--- src/core/chain_ctrl_pkg.sv ---
// constants, register map and types for the fifo chain controller
package chain_ctrl_pkg;

  // ==========================================================================
  // structure
  localparam int NDEV        = 2;
  localparam int DW          = 9;
  localparam int SYNC_STAGES = 2;
  localparam int CNT_W       = 4;

  // ==========================================================================
  // timing, slowest speed grade
  localparam int CLK_NS         = 20;
  localparam int T_WR_PULSE_NS  = 120;
  localparam int T_ACCESS_NS    = 120;
  localparam int T_RD_PULSE_NS  = 120;
  localparam int T_RECOV_NS     = 20;
  localparam int T_RST_PULSE_NS = 120;
  localparam int T_RST_SETUP_NS = 100;
  localparam int T_RT_PULSE_NS  = 120;
  localparam int T_RT_SETUP_NS  = 100;
  localparam int CHAIN_IN_SETUP_TIME_NS       = 15;
  localparam int T_XO_NS        = 90;
  localparam int T_FLAG_NS      = 60;

  localparam int WR_CYC   = (T_WR_PULSE_NS + CLK_NS - 1) / CLK_NS;
  localparam int RD_ACC   = (T_ACCESS_NS + CLK_NS - 1) / CLK_NS + SYNC_STAGES;
  localparam int RD_PW    = (T_RD_PULSE_NS + CLK_NS - 1) / CLK_NS;
  localparam int RD_CYC   = (RD_ACC > RD_PW) ? RD_ACC : RD_PW;
  localparam int RST_MAX  = (T_RST_PULSE_NS > T_RST_SETUP_NS) ? T_RST_PULSE_NS : T_RST_SETUP_NS;
  localparam int RST_CYC  = (RST_MAX + CLK_NS - 1) / CLK_NS;
  localparam int RT_MAX   = (T_RT_PULSE_NS > T_RT_SETUP_NS) ? T_RT_PULSE_NS : T_RT_SETUP_NS;
  localparam int RT_CYC   = (RT_MAX + CLK_NS - 1) / CLK_NS;
  localparam int GAP_FLAG = (T_FLAG_NS + CLK_NS - 1) / CLK_NS + SYNC_STAGES;
  localparam int GAP_XI   = (T_XO_NS + CHAIN_IN_SETUP_TIME_NS + CLK_NS - 1) / CLK_NS + SYNC_STAGES + 1;
  localparam int GAP_REC  = (T_RECOV_NS + CLK_NS - 1) / CLK_NS;
  localparam int GAP_A    = (GAP_FLAG > GAP_XI) ? GAP_FLAG : GAP_XI;
  localparam int GAP_CYC  = (GAP_A > GAP_REC) ? GAP_A : GAP_REC;

  localparam logic [CNT_W-1:0] WR_CNT  = CNT_W'(WR_CYC);
  localparam logic [CNT_W-1:0] RD_CNT  = CNT_W'(RD_CYC);
  localparam logic [CNT_W-1:0] RST_CNT = CNT_W'(RST_CYC);
  localparam logic [CNT_W-1:0] RT_CNT  = CNT_W'(RT_CYC);
  localparam logic [CNT_W-1:0] GAP_CNT = CNT_W'(GAP_CYC);

  // ==========================================================================
  // register map
  localparam logic [7:0] ADDR_CTRL   = 8'h00;
  localparam logic [7:0] ADDR_CMD    = 8'h04;
  localparam logic [7:0] ADDR_WDATA  = 8'h08;
  localparam logic [7:0] ADDR_RDATA  = 8'h0C;
  localparam logic [7:0] ADDR_STATUS = 8'h10;

  localparam int CTRL_DEPTH_BIT = 0;
  localparam int CMD_RST_BIT    = 0;
  localparam int CMD_RD_BIT     = 1;
  localparam int CMD_RT_BIT     = 2;

  localparam int ST_BUSY_BIT    = 0;
  localparam int ST_EMPTY_BIT   = 1;
  localparam int ST_FULL_BIT    = 2;
  localparam int ST_HALF_BIT    = 3;
  localparam int ST_REFUSED_BIT = 4;
  localparam int ST_RVALID_BIT  = 5;
  localparam int ST_DEPTH_BIT   = 6;
  localparam int ST_INIT_BIT    = 7;

  localparam logic [31:0] ZERO32 = 32'h0000_0000;

  typedef enum logic [1:0] {OP_WR, OP_RD, OP_RST, OP_RT} op_t;
  typedef enum logic [1:0] {ST_IDLE, ST_PULSE, ST_GAP} state_t;

endpackage

--- src/core/timer_if.sv ---
// load / done handshake between the sequencer and its cycle timer
`timescale 1ns/1ns
interface timer_if;
  import chain_ctrl_pkg::*;
  logic             load;
  logic [CNT_W-1:0] count;
  logic             done;
  modport owner (output load, output count, input done);
  modport timer (input load, input count, output done);
endinterface

--- src/core/fifo_chain_ctrl.sv ---
// apb controlled host that drives a chain of strobe-timed fifo devices
//
// Contract
// - composite flags asserted only when all assert in depth mode; single mode follows device 0
// - first device first-load low during reset in depth mode
// - other devices first-load high during reset
// - never retransmit in depth-expansion mode
// - chain-out wired to next chain-in
// - chain-in leads enabled strobe by setup
// - writer watches full, reader watches empty
// - expansions combine with bidirectional pairing
//
// Decided for this implementation: the APB slave port and the address map.
`timescale 1ns/1ns
module fifo_chain_ctrl
  import chain_ctrl_pkg::*;
(
  input  wire logic            pclk,
  input  wire logic            presetn,
  input  wire logic [7:0]      paddr,
  input  wire logic            psel,
  input  wire logic            penable,
  input  wire logic            pwrite,
  input  wire logic [31:0]     pwdata,
  output logic      [31:0]     prdata,
  output logic                 pready,
  output logic                 pslverr,
  output logic      [DW-1:0]   data_out,
  input  wire logic [DW-1:0]   data_in,
  output logic                 write_strobe_n,
  output logic                 read_strobe_n,
  output logic                 clear_in_n,
  output logic      [NDEV-1:0] first_load_select_n,
  output logic                 chain_in_pulse_n,
  input  wire logic            chain_out_pulse_n,
  input  wire logic [NDEV-1:0] empty_flag_n,
  input  wire logic [NDEV-1:0] full_flag_n,
  input  wire logic            half_full_flag_n
);

  // ==========================================================================
  // pin synchronisers
  localparam int SYNC_W = 2 * NDEV + 2 + DW;

  logic [SYNC_W-1:0] pins_sync;
  logic [NDEV-1:0]   empty_s;
  logic [NDEV-1:0]   full_s;
  logic              half_s;
  logic              chain_ret_s;
  logic [DW-1:0]     data_s;

  pin_sync #(.WIDTH(SYNC_W)) u_sync (
    .pclk         (pclk),
    .presetn      (presetn),
    .pin_in       ({empty_flag_n, full_flag_n, half_full_flag_n, chain_out_pulse_n, data_in}),
    .pin_sync_out (pins_sync)
  );

  assign {empty_s, full_s, half_s, chain_ret_s, data_s} = pins_sync;

  // ==========================================================================
  // state
  state_t          state_r;
  state_t          state_nxt;
  op_t             op_r;
  op_t             op_nxt;
  logic            depth_cfg_r;
  logic            depth_r;
  logic            depth_nxt;
  logic            init_r;
  logic [DW-1:0]   wdata_r;
  logic [DW-1:0]   rdata_r;
  logic            rvalid_r;
  logic            refused_r;
  logic            wr_n_r;
  logic            rd_n_r;
  logic            clr_n_r;
  logic            fl0_n_r;
  logic            chain_in_r;

  // ==========================================================================
  // composite flags
  // single mode watches device 0 only; depth mode needs every device to agree
  wire comp_empty = depth_r ? (&(~empty_s)) : ~empty_s[0];
  wire comp_full  = depth_r ? (&(~full_s))  : ~full_s[0];
  // the half-full pin carries nothing in depth mode
  wire half_full  = ~depth_r & ~half_s;

  // ==========================================================================
  // apb decode
  wire acc       = psel & penable;
  wire setup     = psel & ~penable;
  wire wr_acc    = acc & pwrite;
  wire rd_acc    = acc & ~pwrite;
  wire hit_ctrl  = (paddr == ADDR_CTRL);
  wire hit_cmd   = (paddr == ADDR_CMD);
  wire hit_wdata = (paddr == ADDR_WDATA);
  wire hit_rdata = (paddr == ADDR_RDATA);
  wire hit_stat  = (paddr == ADDR_STATUS);
  wire mapped    = hit_ctrl | hit_cmd | hit_wdata | hit_rdata | hit_stat;

  assign pready  = 1'b1;
  assign pslverr = acc & ~mapped;

  // ==========================================================================
  // command acceptance
  wire idle      = (state_r == ST_IDLE);
  wire req_rst   = wr_acc & hit_cmd & pwdata[CMD_RST_BIT];
  wire req_rd    = wr_acc & hit_cmd & pwdata[CMD_RD_BIT] & ~pwdata[CMD_RST_BIT];
  wire req_rt    = wr_acc & hit_cmd & pwdata[CMD_RT_BIT] & ~pwdata[CMD_RST_BIT] & ~pwdata[CMD_RD_BIT];
  wire req_wr    = wr_acc & hit_wdata;
  wire go_rst    = req_rst & idle;
  // the writer is held off by full, the reader by empty
  wire go_wr     = req_wr & idle & init_r & ~comp_full;
  wire go_rd     = req_rd & idle & init_r & ~comp_empty;
  // retransmit would corrupt a daisy chain, so it is refused there
  wire go_rt     = req_rt & idle & init_r & ~depth_r;
  wire go_any    = go_rst | go_wr | go_rd | go_rt;
  wire refuse    = (req_rst | req_wr | req_rd | req_rt) & ~go_any;
  wire clr_ref   = wr_acc & hit_stat & pwdata[ST_REFUSED_BIT];
  wire clr_rv    = rd_acc & hit_rdata;

  // ==========================================================================
  // sequencer timer
  timer_if tif ();

  pulse_timer u_timer (
    .pclk    (pclk),
    .presetn (presetn),
    .tmr     (tif.timer)
  );

  wire pulse_end = (state_r == ST_PULSE) & tif.done;
  wire gap_end   = (state_r == ST_GAP) & tif.done;

  assign tif.load  = go_any | pulse_end;
  assign tif.count = pulse_end ? GAP_CNT :
                     go_rst    ? RST_CNT :
                     go_rd     ? RD_CNT  :
                     go_rt     ? RT_CNT  : WR_CNT;

  always_comb begin
    state_nxt = state_r;
    op_nxt    = op_r;
    depth_nxt = depth_r;
    unique case (state_r)
      ST_IDLE: begin
        if (go_any) begin
          state_nxt = ST_PULSE;
        end
        if (go_rst) begin
          op_nxt    = OP_RST;
          depth_nxt = depth_cfg_r;
        end else if (go_rd) begin
          op_nxt = OP_RD;
        end else if (go_rt) begin
          op_nxt = OP_RT;
        end else if (go_wr) begin
          op_nxt = OP_WR;
        end
      end
      ST_PULSE: begin
        if (tif.done) begin
          state_nxt = ST_GAP;
        end
      end
      ST_GAP: begin
        // gap covers flag settling, recovery and chain-in setup
        if (tif.done) begin
          state_nxt = ST_IDLE;
        end
      end
    endcase
  end

  wire pulsing_nxt = (state_nxt == ST_PULSE);

  always_ff @(posedge pclk or negedge presetn) begin
    if (!presetn) begin
      state_r <= ST_IDLE;
      op_r    <= OP_WR;
      depth_r <= 1'b0;
    end else begin
      state_r <= state_nxt;
      op_r    <= op_nxt;
      depth_r <= depth_nxt;
    end
  end

  // ==========================================================================
  // pin drivers, all from flip-flops or constants so the async device sees no glitch
  always_ff @(posedge pclk or negedge presetn) begin
    if (!presetn) begin
      wr_n_r     <= 1'b1;
      rd_n_r     <= 1'b1;
      clr_n_r    <= 1'b1;
      fl0_n_r    <= 1'b1;
      chain_in_r <= 1'b0;
    end else begin
      wr_n_r  <= ~(pulsing_nxt & (op_nxt == OP_WR));
      rd_n_r  <= ~(pulsing_nxt & (op_nxt == OP_RD));
      clr_n_r <= ~(pulsing_nxt & (op_nxt == OP_RST));
      // depth mode grounds first-load of the head device
      fl0_n_r <= depth_nxt ? 1'b0 : ~(pulsing_nxt & (op_nxt == OP_RT));
      // single mode keeps chain-in low; depth closes the ring from the tail
      chain_in_r <= depth_nxt ? chain_ret_s : 1'b0;
    end
  end

  assign write_strobe_n   = wr_n_r;
  assign read_strobe_n    = rd_n_r;
  assign clear_in_n       = clr_n_r;
  assign chain_in_pulse_n = chain_in_r;

  for (genvar d = 0; d < NDEV; d++) begin : g_fl
    if (d == 0) begin : g_head
      assign first_load_select_n[d] = fl0_n_r;
    end else begin : g_tail
      assign first_load_select_n[d] = 1'b1;
    end
  end

  // ==========================================================================
  // registers
  always_ff @(posedge pclk or negedge presetn) begin
    if (!presetn) begin
      depth_cfg_r <= 1'b0;
      wdata_r     <= '0;
      rdata_r     <= '0;
      rvalid_r    <= 1'b0;
      refused_r   <= 1'b0;
      init_r      <= 1'b0;
    end else begin
      if (wr_acc & hit_ctrl) begin
        depth_cfg_r <= pwdata[CTRL_DEPTH_BIT];
      end
      if (go_wr) begin
        wdata_r <= pwdata[DW-1:0];
      end
      // data is sampled while the read strobe is still low
      if (pulse_end & (op_r == OP_RD)) begin
        rdata_r <= data_s;
      end
      // set wins over clear on both sticky bits
      rvalid_r  <= (pulse_end & (op_r == OP_RD)) | (rvalid_r & ~clr_rv);
      refused_r <= refuse | (refused_r & ~clr_ref);
      if (go_rst) begin
        init_r <= 1'b0;
      end else if (gap_end & (op_r == OP_RST)) begin
        init_r <= 1'b1;
      end
    end
  end

  assign data_out = wdata_r;

  // ==========================================================================
  // read data, latched in the setup phase
  logic [31:0] status_w;
  logic [31:0] rd_mux;
  logic [31:0] prdata_r;

  always_comb begin
    status_w                 = ZERO32;
    status_w[ST_BUSY_BIT]    = ~idle;
    status_w[ST_EMPTY_BIT]   = comp_empty;
    status_w[ST_FULL_BIT]    = comp_full;
    status_w[ST_HALF_BIT]    = half_full;
    status_w[ST_REFUSED_BIT] = refused_r;
    status_w[ST_RVALID_BIT]  = rvalid_r;
    status_w[ST_DEPTH_BIT]   = depth_r;
    status_w[ST_INIT_BIT]    = init_r;
  end

  assign rd_mux = hit_ctrl  ? {31'h0000_0000, depth_cfg_r} :
                  hit_wdata ? {23'h00_0000, wdata_r}       :
                  hit_rdata ? {23'h00_0000, rdata_r}       :
                  hit_stat  ? status_w                     : ZERO32;

  always_ff @(posedge pclk or negedge presetn) begin
    if (!presetn) begin
      prdata_r <= ZERO32;
    end else if (setup & ~pwrite) begin
      prdata_r <= rd_mux;
    end
  end

  assign prdata = prdata_r;

endmodule

--- src/core/pin_sync.sv ---
// two-stage synchroniser for asynchronous device pins
`timescale 1ns/1ns
module pin_sync #(
  parameter int WIDTH = 1
) (
  input  wire logic             pclk,
  input  wire logic             presetn,
  input  wire logic [WIDTH-1:0] pin_in,
  output logic      [WIDTH-1:0] pin_sync_out
);
  // ==========================================================================
  // per bit synchroniser; the first stage feeds only the second
  for (genvar i = 0; i < WIDTH; i++) begin : g_bit
    logic meta_r;
    logic stable_r;
    always_ff @(posedge pclk or negedge presetn) begin
      if (!presetn) begin
        meta_r   <= 1'b1;
        stable_r <= 1'b1;
      end else begin
        meta_r   <= pin_in[i];
        stable_r <= meta_r;
      end
    end
    assign pin_sync_out[i] = stable_r;
  end
endmodule

--- src/core/pulse_timer.sv ---
// down counter that times strobe low phases and recovery gaps
`timescale 1ns/1ns
module pulse_timer
  import chain_ctrl_pkg::*;
(
  input  wire logic pclk,
  input  wire logic presetn,
  timer_if.timer    tmr
);
  logic [CNT_W-1:0] cnt_r;

  // a load of n gives done on the n-th cycle after it
  assign tmr.done = (cnt_r == '0);

  always_ff @(posedge pclk or negedge presetn) begin
    if (!presetn) begin
      cnt_r <= '0;
    end else if (tmr.load) begin
      cnt_r <= tmr.count - CNT_W'(1);
    end else if (cnt_r != '0) begin
      cnt_r <= cnt_r - CNT_W'(1);
    end
  end
endmodule

--- config.mk ---
export PLATFORM = sky130hd
export DESIGN_NAME = fifo_chain_ctrl
export DESIGN_NICKNAME = d
export VERILOG_FILES = /design/src/core/chain_ctrl_pkg.sv /design/src/core/timer_if.sv /design/src/core/fifo_chain_ctrl.sv /design/src/core/pin_sync.sv /design/src/core/pulse_timer.sv
export SDC_FILE = /design/constraint.sdc
export NUM_CORES = 1
export LEC_CHECK = 0
export ABC_AREA = 1
export BUFFER_PORTS_ARGS = -buffer_cell sky130_fd_sc_hd__buf_4
export CORE_UTILIZATION = 35
export CTS_CLUSTER_SIZE = 20
export DETAILED_ROUTE_END_ITERATION = 12
export HOLD_SLACK_MARGIN = 0.15
export SLEW_MARGIN = 20
export SYNTH_ARGS = -nofsm -noshare
export SYNTH_HDL_FRONTEND = slang
export SYNTH_SLANG_ARGS = --single-unit
--- constraint.sdc ---
create_clock -name pclk -period 3 [get_ports pclk]
set_clock_uncertainty 0.15 [all_clocks]
set_input_delay 0.3 -clock pclk [delete_from_list [all_inputs] [get_ports pclk]]
set_output_delay 0.3 -clock pclk [all_outputs]
set_load 0.05 [all_outputs]
# Yosys cells after proc, flatten, opt, wreduce, memory -nomap -nowiden
# Index checks and enable logic that the tools add are counted.
# op_classes
magnitude_cmp	0
bitwise_logic	74
multipliers	0
add_sub_neg	2
muxes	26
eq_ne	12
reduce_logical	9
n_div	0
shifts	0
# ops
op	count
AND 1 bit	40
two-way mux 9 bit	3
two-way mux 4 bit	5
NOT 1 bit	19
== test 8 x 4 -> 1 bit, second input constant	2
two-way mux 2 bit	8
OR 1 bit	13
== test 2 x 1 -> 1 bit, second input constant	4
== test 2 bit, second input constant	4
== test 8 x 3 -> 1 bit, second input constant	1
== test 8 x 5 -> 1 bit, second input constant	1
zero test 8 bit	1
two-way mux 1 bit	8
two-way mux 8 bit	1
subtractor 4 x 1 -> 4 bit, second input constant	2
one-hot mux 2 bit (3 select lines)	1
zero test 2 bit	2
zero test 4 bit	1
NOT 2 bit	2
AND reduction 2 bit	2
nonzero test 2 bit	2
nonzero test 4 bit	1
# totals
latch_bits	0
input_bits	60
mem_bits_ro	0
regBits	98
elab_cells	169
n_memories	0
ramBits	0

# Logic depth before layout (Yosys ltp)
# depth
word_depth	17
depth_mapped	16

# By module
# From an unflattened synthesis, not the netlist that was laid out.
# hier_totals
cells_unflattened	374
area_unflattened_um2	3557.2
# modules_own_cells
mod	area_each_um2	instances	cells_per_inst	seq_area_each_um2
fifo_chain_ctrl	2347.3	1	280	1031.0
pin_sync	900.9	1	45	788.3
pulse_timer	309.0	1	49	100.1

# Worst setup path after synthesis
# Ideal clock, no wire load.
# synth_timing
path_kind	reg2reg
startpoint	register state_r[0]
endpoint	register u_timer.cnt_r[1]
setup_ns	0.063
path_buffers	0
path_stages_with_launch	15
arrival_ns	2.083
slack_ns	0.704
path_cell_list	dfrtp_1 inv_1 ha_1 nand2_1 a21oi_1 nand3_4 nand2_2 nor2_4 inv_2 nand3_2 o21ai_2 inv_1 ha_1 or2_1 inv_1
# synth_via
elab_chain_len	9
elab_cells_between_ends	23
classes_between	add/sub: 1; eq/ne: 1; mux: 4; bitwise: 15; reduce/logical: 2
# synth_lines
element	line	source
from (decl)	fifo_chain_ctrl.sv:63	state_t state_r;
from (signal assigned)	fifo_chain_ctrl.sv:184	state_r <= state_nxt;
zero test 2 bit	fifo_chain_ctrl.sv:107	wire idle = (state_r == ST_IDLE);
AND 1 bit, on equally long branches (3 in a row)	fifo_chain_ctrl.sv:115, fifo_chain_ctrl.sv:114	
two-way mux 4 bit / OR 1 bit (equally long branches)	fifo_chain_ctrl.sv:139, fifo_chain_ctrl.sv:118	
two-way mux 4 bit / OR 1 bit (equally long branches)	fifo_chain_ctrl.sv:138, fifo_chain_ctrl.sv:118	
two-way mux 4 bit / OR 1 bit (equally long branches)	fifo_chain_ctrl.sv:137, fifo_chain_ctrl.sv:118	
subtractor 4 x 1 -> 4 bit / OR 1 bit (equally long branches)	pulse_timer.sv:19, fifo_chain_ctrl.sv:136	
two-way mux 4 bit / nonzero test 2 bit (equally long branches)	-	
to (signal assigned)	pulse_timer.sv:19	cnt_r <= tmr.count - CNT_W'(1);
to (signal assigned)	pulse_timer.sv:21	cnt_r <= cnt_r - CNT_W'(1);
to (decl)	pulse_timer.sv:10	logic [CNT_W-1:0] cnt_r;
# Parallel ways exist; a longest one is shown, timed or not.
# A chain may end at the register's enable or synchronous reset.

# Worst setup path in the final report
# Ends and elaborated chain as after synthesis.

==> flow_summary.toml <==
[run_status]
run_status = "finished clean"

[drt]
antenna_left = 0
drcViolationCount = 0
wirelength_um = 7010
drt-wirelength-per-cell_um = 12.5
viasPerCell = 4.33
vias = 2438
firstDrtPassIters = 4
drt_iter0_markers = 144

[cts]
cts_tree = "yes"
clk_root_buffer_cell = "sky130_fd_sc_hd__clkbuf_8"
htreeDepth = 3
cts_max_path_buffers = 2
cts_made_buffers = 9
clock_slew_at_the_register_clock_pins_of_the_worst_setup_and_hold_paths_ns = 0.08
worst_skew_pair.late_latency_ns = 0.34
clock-sinks = 75

[timing]
unrepaired_setup_endpoints_after_global_routing = "false"
setup_viol_count_final = 0
final_clock_period_utilization_by_the_worst_path = 0.873
worst_slew_pin_slew_ns = 0.928
final-hold-violation-count = 0
finalSetupTns_ns = 0
slew_hr = 0.382
timing.fmax_mhz = 382
timing.final.max_slew_violations = 0
layout_min_cycle_time_ns = 2.62

[cells_and_area]
nets = 493
fillerInstances = 893
layout_overhead_on_the_synthesized_area_pct = 28.5
diodes = 0
fraction_of_layout_instances_using_a_drive_strength_above_1 = 0.341
final_cell_area_um2 = 4320

[placement]
buffer_ports.inserted = 60
gp_congestion = 0.829
place.detailed.hpwl_um = 4900
placed_area_um2 = 3860

[logic_synthesis]
yosys_most_used_dff = "sky130_fd_sc_hd__dfrtp_1"
netlist_top_cells_area = "sky130_fd_sc_hd__dfrtp_1 31%, sky130_fd_sc_hd__dfstp_2 27%, sky130_fd_sc_hd__nand2_1 6.6%, sky130_fd_sc_hd__buf_4 5.8%, sky130_fd_sc_hd__inv_1 4.5%"
number_of_synthesized_flops_with_an_enable_pin = 0
synth.avg_cell_area_um2 = 9.98
post_synth_design_cell_area_um2 = 3360
yosysSeqAreaShare = 0.571
ys_ff_latch = 75
area_share_of_the_largest_cell_type_after_synthesis = 0.305
netlist-cell-type-count = 36
postSynthCellCount = 337
async_reset_ff_frac = 1.00
yosysTopAreaCell = "sky130_fd_sc_hd__dfrtp_1"
synthesis_warnings = 0

[global_route]
globalRouteOverflowTotal = 0
initial_antenna_violation_count = 0
grt_usage = 0.152
grt_pass1_wl_um = 11500
grt_max_degree = 76
vias_in_the_first_global_route = 2503

[floorplanning]
area_enclosed_by_the_die_boundary_um2 = 10000
num_rows = 35
die-width_um = 100
floorplan.initialDensity = 0.362
pin_count = 109
core_um2 = 9280
floorplan.die.height_um = 100

[setup_path]
worst_r2r_startpoint = "state_r[0]"
critical_path_required_ns = 3.14
critPathLaunch = "state_r[0]"
critPathMaxFanout = 7
regToRegSetupSlack_ns = 0.38
reg2regPathDepth = 14
crit-reg2reg-capture = "u_timer.cnt_r[1]"
setup.worst_path.class = "flop to flop"
cp-start-kind = "flop"
setup.worst_path.end = "u_timer.cnt_r[1]"
timing.critical_path.arrival_ns = 2.76
setup.worst_path.end_class = "flop"

[power]
power_density_nw_per_um2 = 538
power.leakage_nw = 2.15
ir_drop_uv = 233

[flow_run]
maxCapViolations = 0

[hold_path]
hold_path.class = "input port to flop"
registers in the layout, indices dropped and copies added (netlist names):
| name | count |
|---|---|
| chain_in_pulse_n | 1 |
| clear_in_n | 1 |
| data_out | 9 |
| depth_cfg_r | 1 |
| depth_r | 1 |
| fl0_n_r | 1 |
| init_r | 1 |
| op_r | 2 |
| prdata | 9 |
| rdata_r | 9 |
| read_strobe_n | 1 |
| refused_r | 1 |
| rvalid_r | 1 |
| state_r | 2 |
| u_sync.g_bit.meta_r | 15 |
| u_sync.g_bit.stable_r | 15 |
| u_timer.cnt_r | 4 |
| write_strobe_n | 1 |
where the power goes:
| group | leakage (nW) | internal (W) | switching [W] | total (W) |
|---|---|---|---|---|
| sequential | 0.900 | 0.00108 | 0.0000235 | 0.00111 |
| clock | 0.106 | 0.000407 | 0.000380 | 0.000787 |
| combinational | 1.15 | 0.000143 | 0.000286 | 0.000429 |
layout by cell type (no fill, tap or decap), types with 2 or more instances in the layout:
cell / synthesis / routed
sky130_fd_sc_hd__buf_4: 26 / 61
sky130_fd_sc_hd__nand2_1: 59 / 59
sky130_fd_sc_hd__dfrtp_1: 41 / 41
sky130_fd_sc_hd__inv_1: 40 / 40
sky130_fd_sc_hd__dfstp_2: 34 / 34
sky130_fd_sc_hd__dlygate4sd3_1: 0 / 26
sky130_fd_sc_hd__conb_1: 2 / 25
sky130_fd_sc_hd__nor2_1: 24 / 24
sky130_fd_sc_hd__a21oi_1: 18 / 18
sky130_fd_sc_hd__nand3_1: 13 / 13
sky130_fd_sc_hd__o21ai_0: 12 / 12
sky130_fd_sc_hd__clkbuf_8: 0 / 10
sky130_fd_sc_hd__mux2_2: 9 / 9
sky130_fd_sc_hd__nand2_2: 8 / 8
sky130_fd_sc_hd__inv_2: 6 / 6
sky130_fd_sc_hd__o21ai_1: 6 / 6
sky130_fd_sc_hd__nor3_1: 4 / 4
sky130_fd_sc_hd__nand4_1: 4 / 4
sky130_fd_sc_hd__ha_1: 4 / 4
sky130_fd_sc_hd__clkinv_2: 0 / 3
sky130_fd_sc_hd__nor2_8: 2 / 2
sky130_fd_sc_hd__nor2_4: 2 / 2
sky130_fd_sc_hd__nand4_2: 2 / 2
sky130_fd_sc_hd__nor2_2: 2 / 2
sky130_fd_sc_hd__nand3_2: 2 / 2
sky130_fd_sc_hd__o211ai_1: 2 / 2
Yosys cell counts (3+ instances only):
| cell type | n |
|---|---|
| sky130_fd_sc_hd__a21oi_1 | 18 |
| sky130_fd_sc_hd__buf_4 | 26 |
| sky130_fd_sc_hd__clkbuf_1 | 3 |
| sky130_fd_sc_hd__dfrtp_1 | 41 |
| sky130_fd_sc_hd__dfstp_2 | 34 |
| sky130_fd_sc_hd__ha_1 | 4 |
| sky130_fd_sc_hd__inv_1 | 40 |
| sky130_fd_sc_hd__inv_2 | 6 |
| sky130_fd_sc_hd__mux2_2 | 9 |
| sky130_fd_sc_hd__nand2_1 | 59 |
| sky130_fd_sc_hd__nand2_2 | 8 |
| sky130_fd_sc_hd__nand3_1 | 13 |
| sky130_fd_sc_hd__nand4_1 | 4 |
| sky130_fd_sc_hd__nor2_1 | 24 |
| sky130_fd_sc_hd__nor3_1 | 4 |
| sky130_fd_sc_hd__o21ai_0 | 12 |
| sky130_fd_sc_hd__o21ai_1 | 6 |
timing repair:
action,4_1_cts,5_1_grt
gates resized for setup,0,0
hold buffers,26,0
hold endpoints to repair,68,0
buffers inserted,0,0
stage by stage:
step | hold WS (ns) | utilization | power (W) | worst slack [ns] | cells
after floorplan | -0.146 | - | 0.00144 | 0.704 | 360
after global placement | 0.196 | 0.416 | 0.00152 | 0.502 | 521
after detailed placement | 0.197 | 0.416 | 0.00153 | 0.437 | 521
after CTS | 0.158 | 0.465 | 0.00235 | 0.404 | 563
after global routing | 0.188 | 0.465 | 0.00245 | 0.160 | 563
final | 0.174 | 0.465 | 0.00233 | 0.380 | 563
worst max-delay path, stage by stage, from the launching register on:
cell	delay (ns)
sky130_fd_sc_hd__dfrtp_1	0.41
sky130_fd_sc_hd__inv_1	0.11
sky130_fd_sc_hd__ha_1	0.28
sky130_fd_sc_hd__nand2_1	0.13
sky130_fd_sc_hd__a21oi_1	0.21
sky130_fd_sc_hd__nand4_2	0.22
sky130_fd_sc_hd__nand2_2	0.14
sky130_fd_sc_hd__nor2_4	0.07
sky130_fd_sc_hd__inv_2	0.05
sky130_fd_sc_hd__nand3_2	0.10
sky130_fd_sc_hd__o21ai_2	0.10
sky130_fd_sc_hd__inv_1	0.06
sky130_fd_sc_hd__ha_1	0.27
sky130_fd_sc_hd__or2_1	0.22
sky130_fd_sc_hd__inv_1	0.05
layer usage:
layer,GRT usage,routed length [um],up-vias
met5,0,0,-
met4,0.0736,127,0
li1,-,-,1205
met1,0.192,3170,1142
met3,0.0362,427,11
met2,0.245,3290,80
cells by family after synthesis:
kind of cell,after synthesis,synth area share
and+or+nand+nor,127,0.195
muxes,9,0.0301
buffers and inverters,75,0.113
DFF,75,0.571
other,2,0.00223
AOI/OAI and AO/OA,45,0.0744
adders and majority gates,4,0.0149
layout make-up:
class / count / area, um^2 / area share
flip-flops and latches: 75 / 1920 / 0.444
multi-input cells: 210 / 1150 / 0.266
repair buffers: 87 / 718 / 0.166
inverters: 46 / 173 / 0.0400
well taps: 129 / 161 / 0.0373
clock buffers: 10 / 138 / 0.0318
clock inverters: 6 / 62.6 / 0.0145
how the worst min path moves through the flow:
stage / cells past startpoint / to / from
final: 4 / rvalid_r / penable
after global routing: 4 / rvalid_r / penable
after global placement: 0 / u_sync.g_bit[9].stable_r / u_sync.g_bit[9].meta_r
after detailed placement: 0 / u_sync.g_bit[1].stable_r / u_sync.g_bit[1].meta_r
after CTS: 4 / rvalid_r / penable
after floorplan: 0 / chain_in_pulse_n / presetn
No activity file was read; power rests on OpenSTA's default activity.
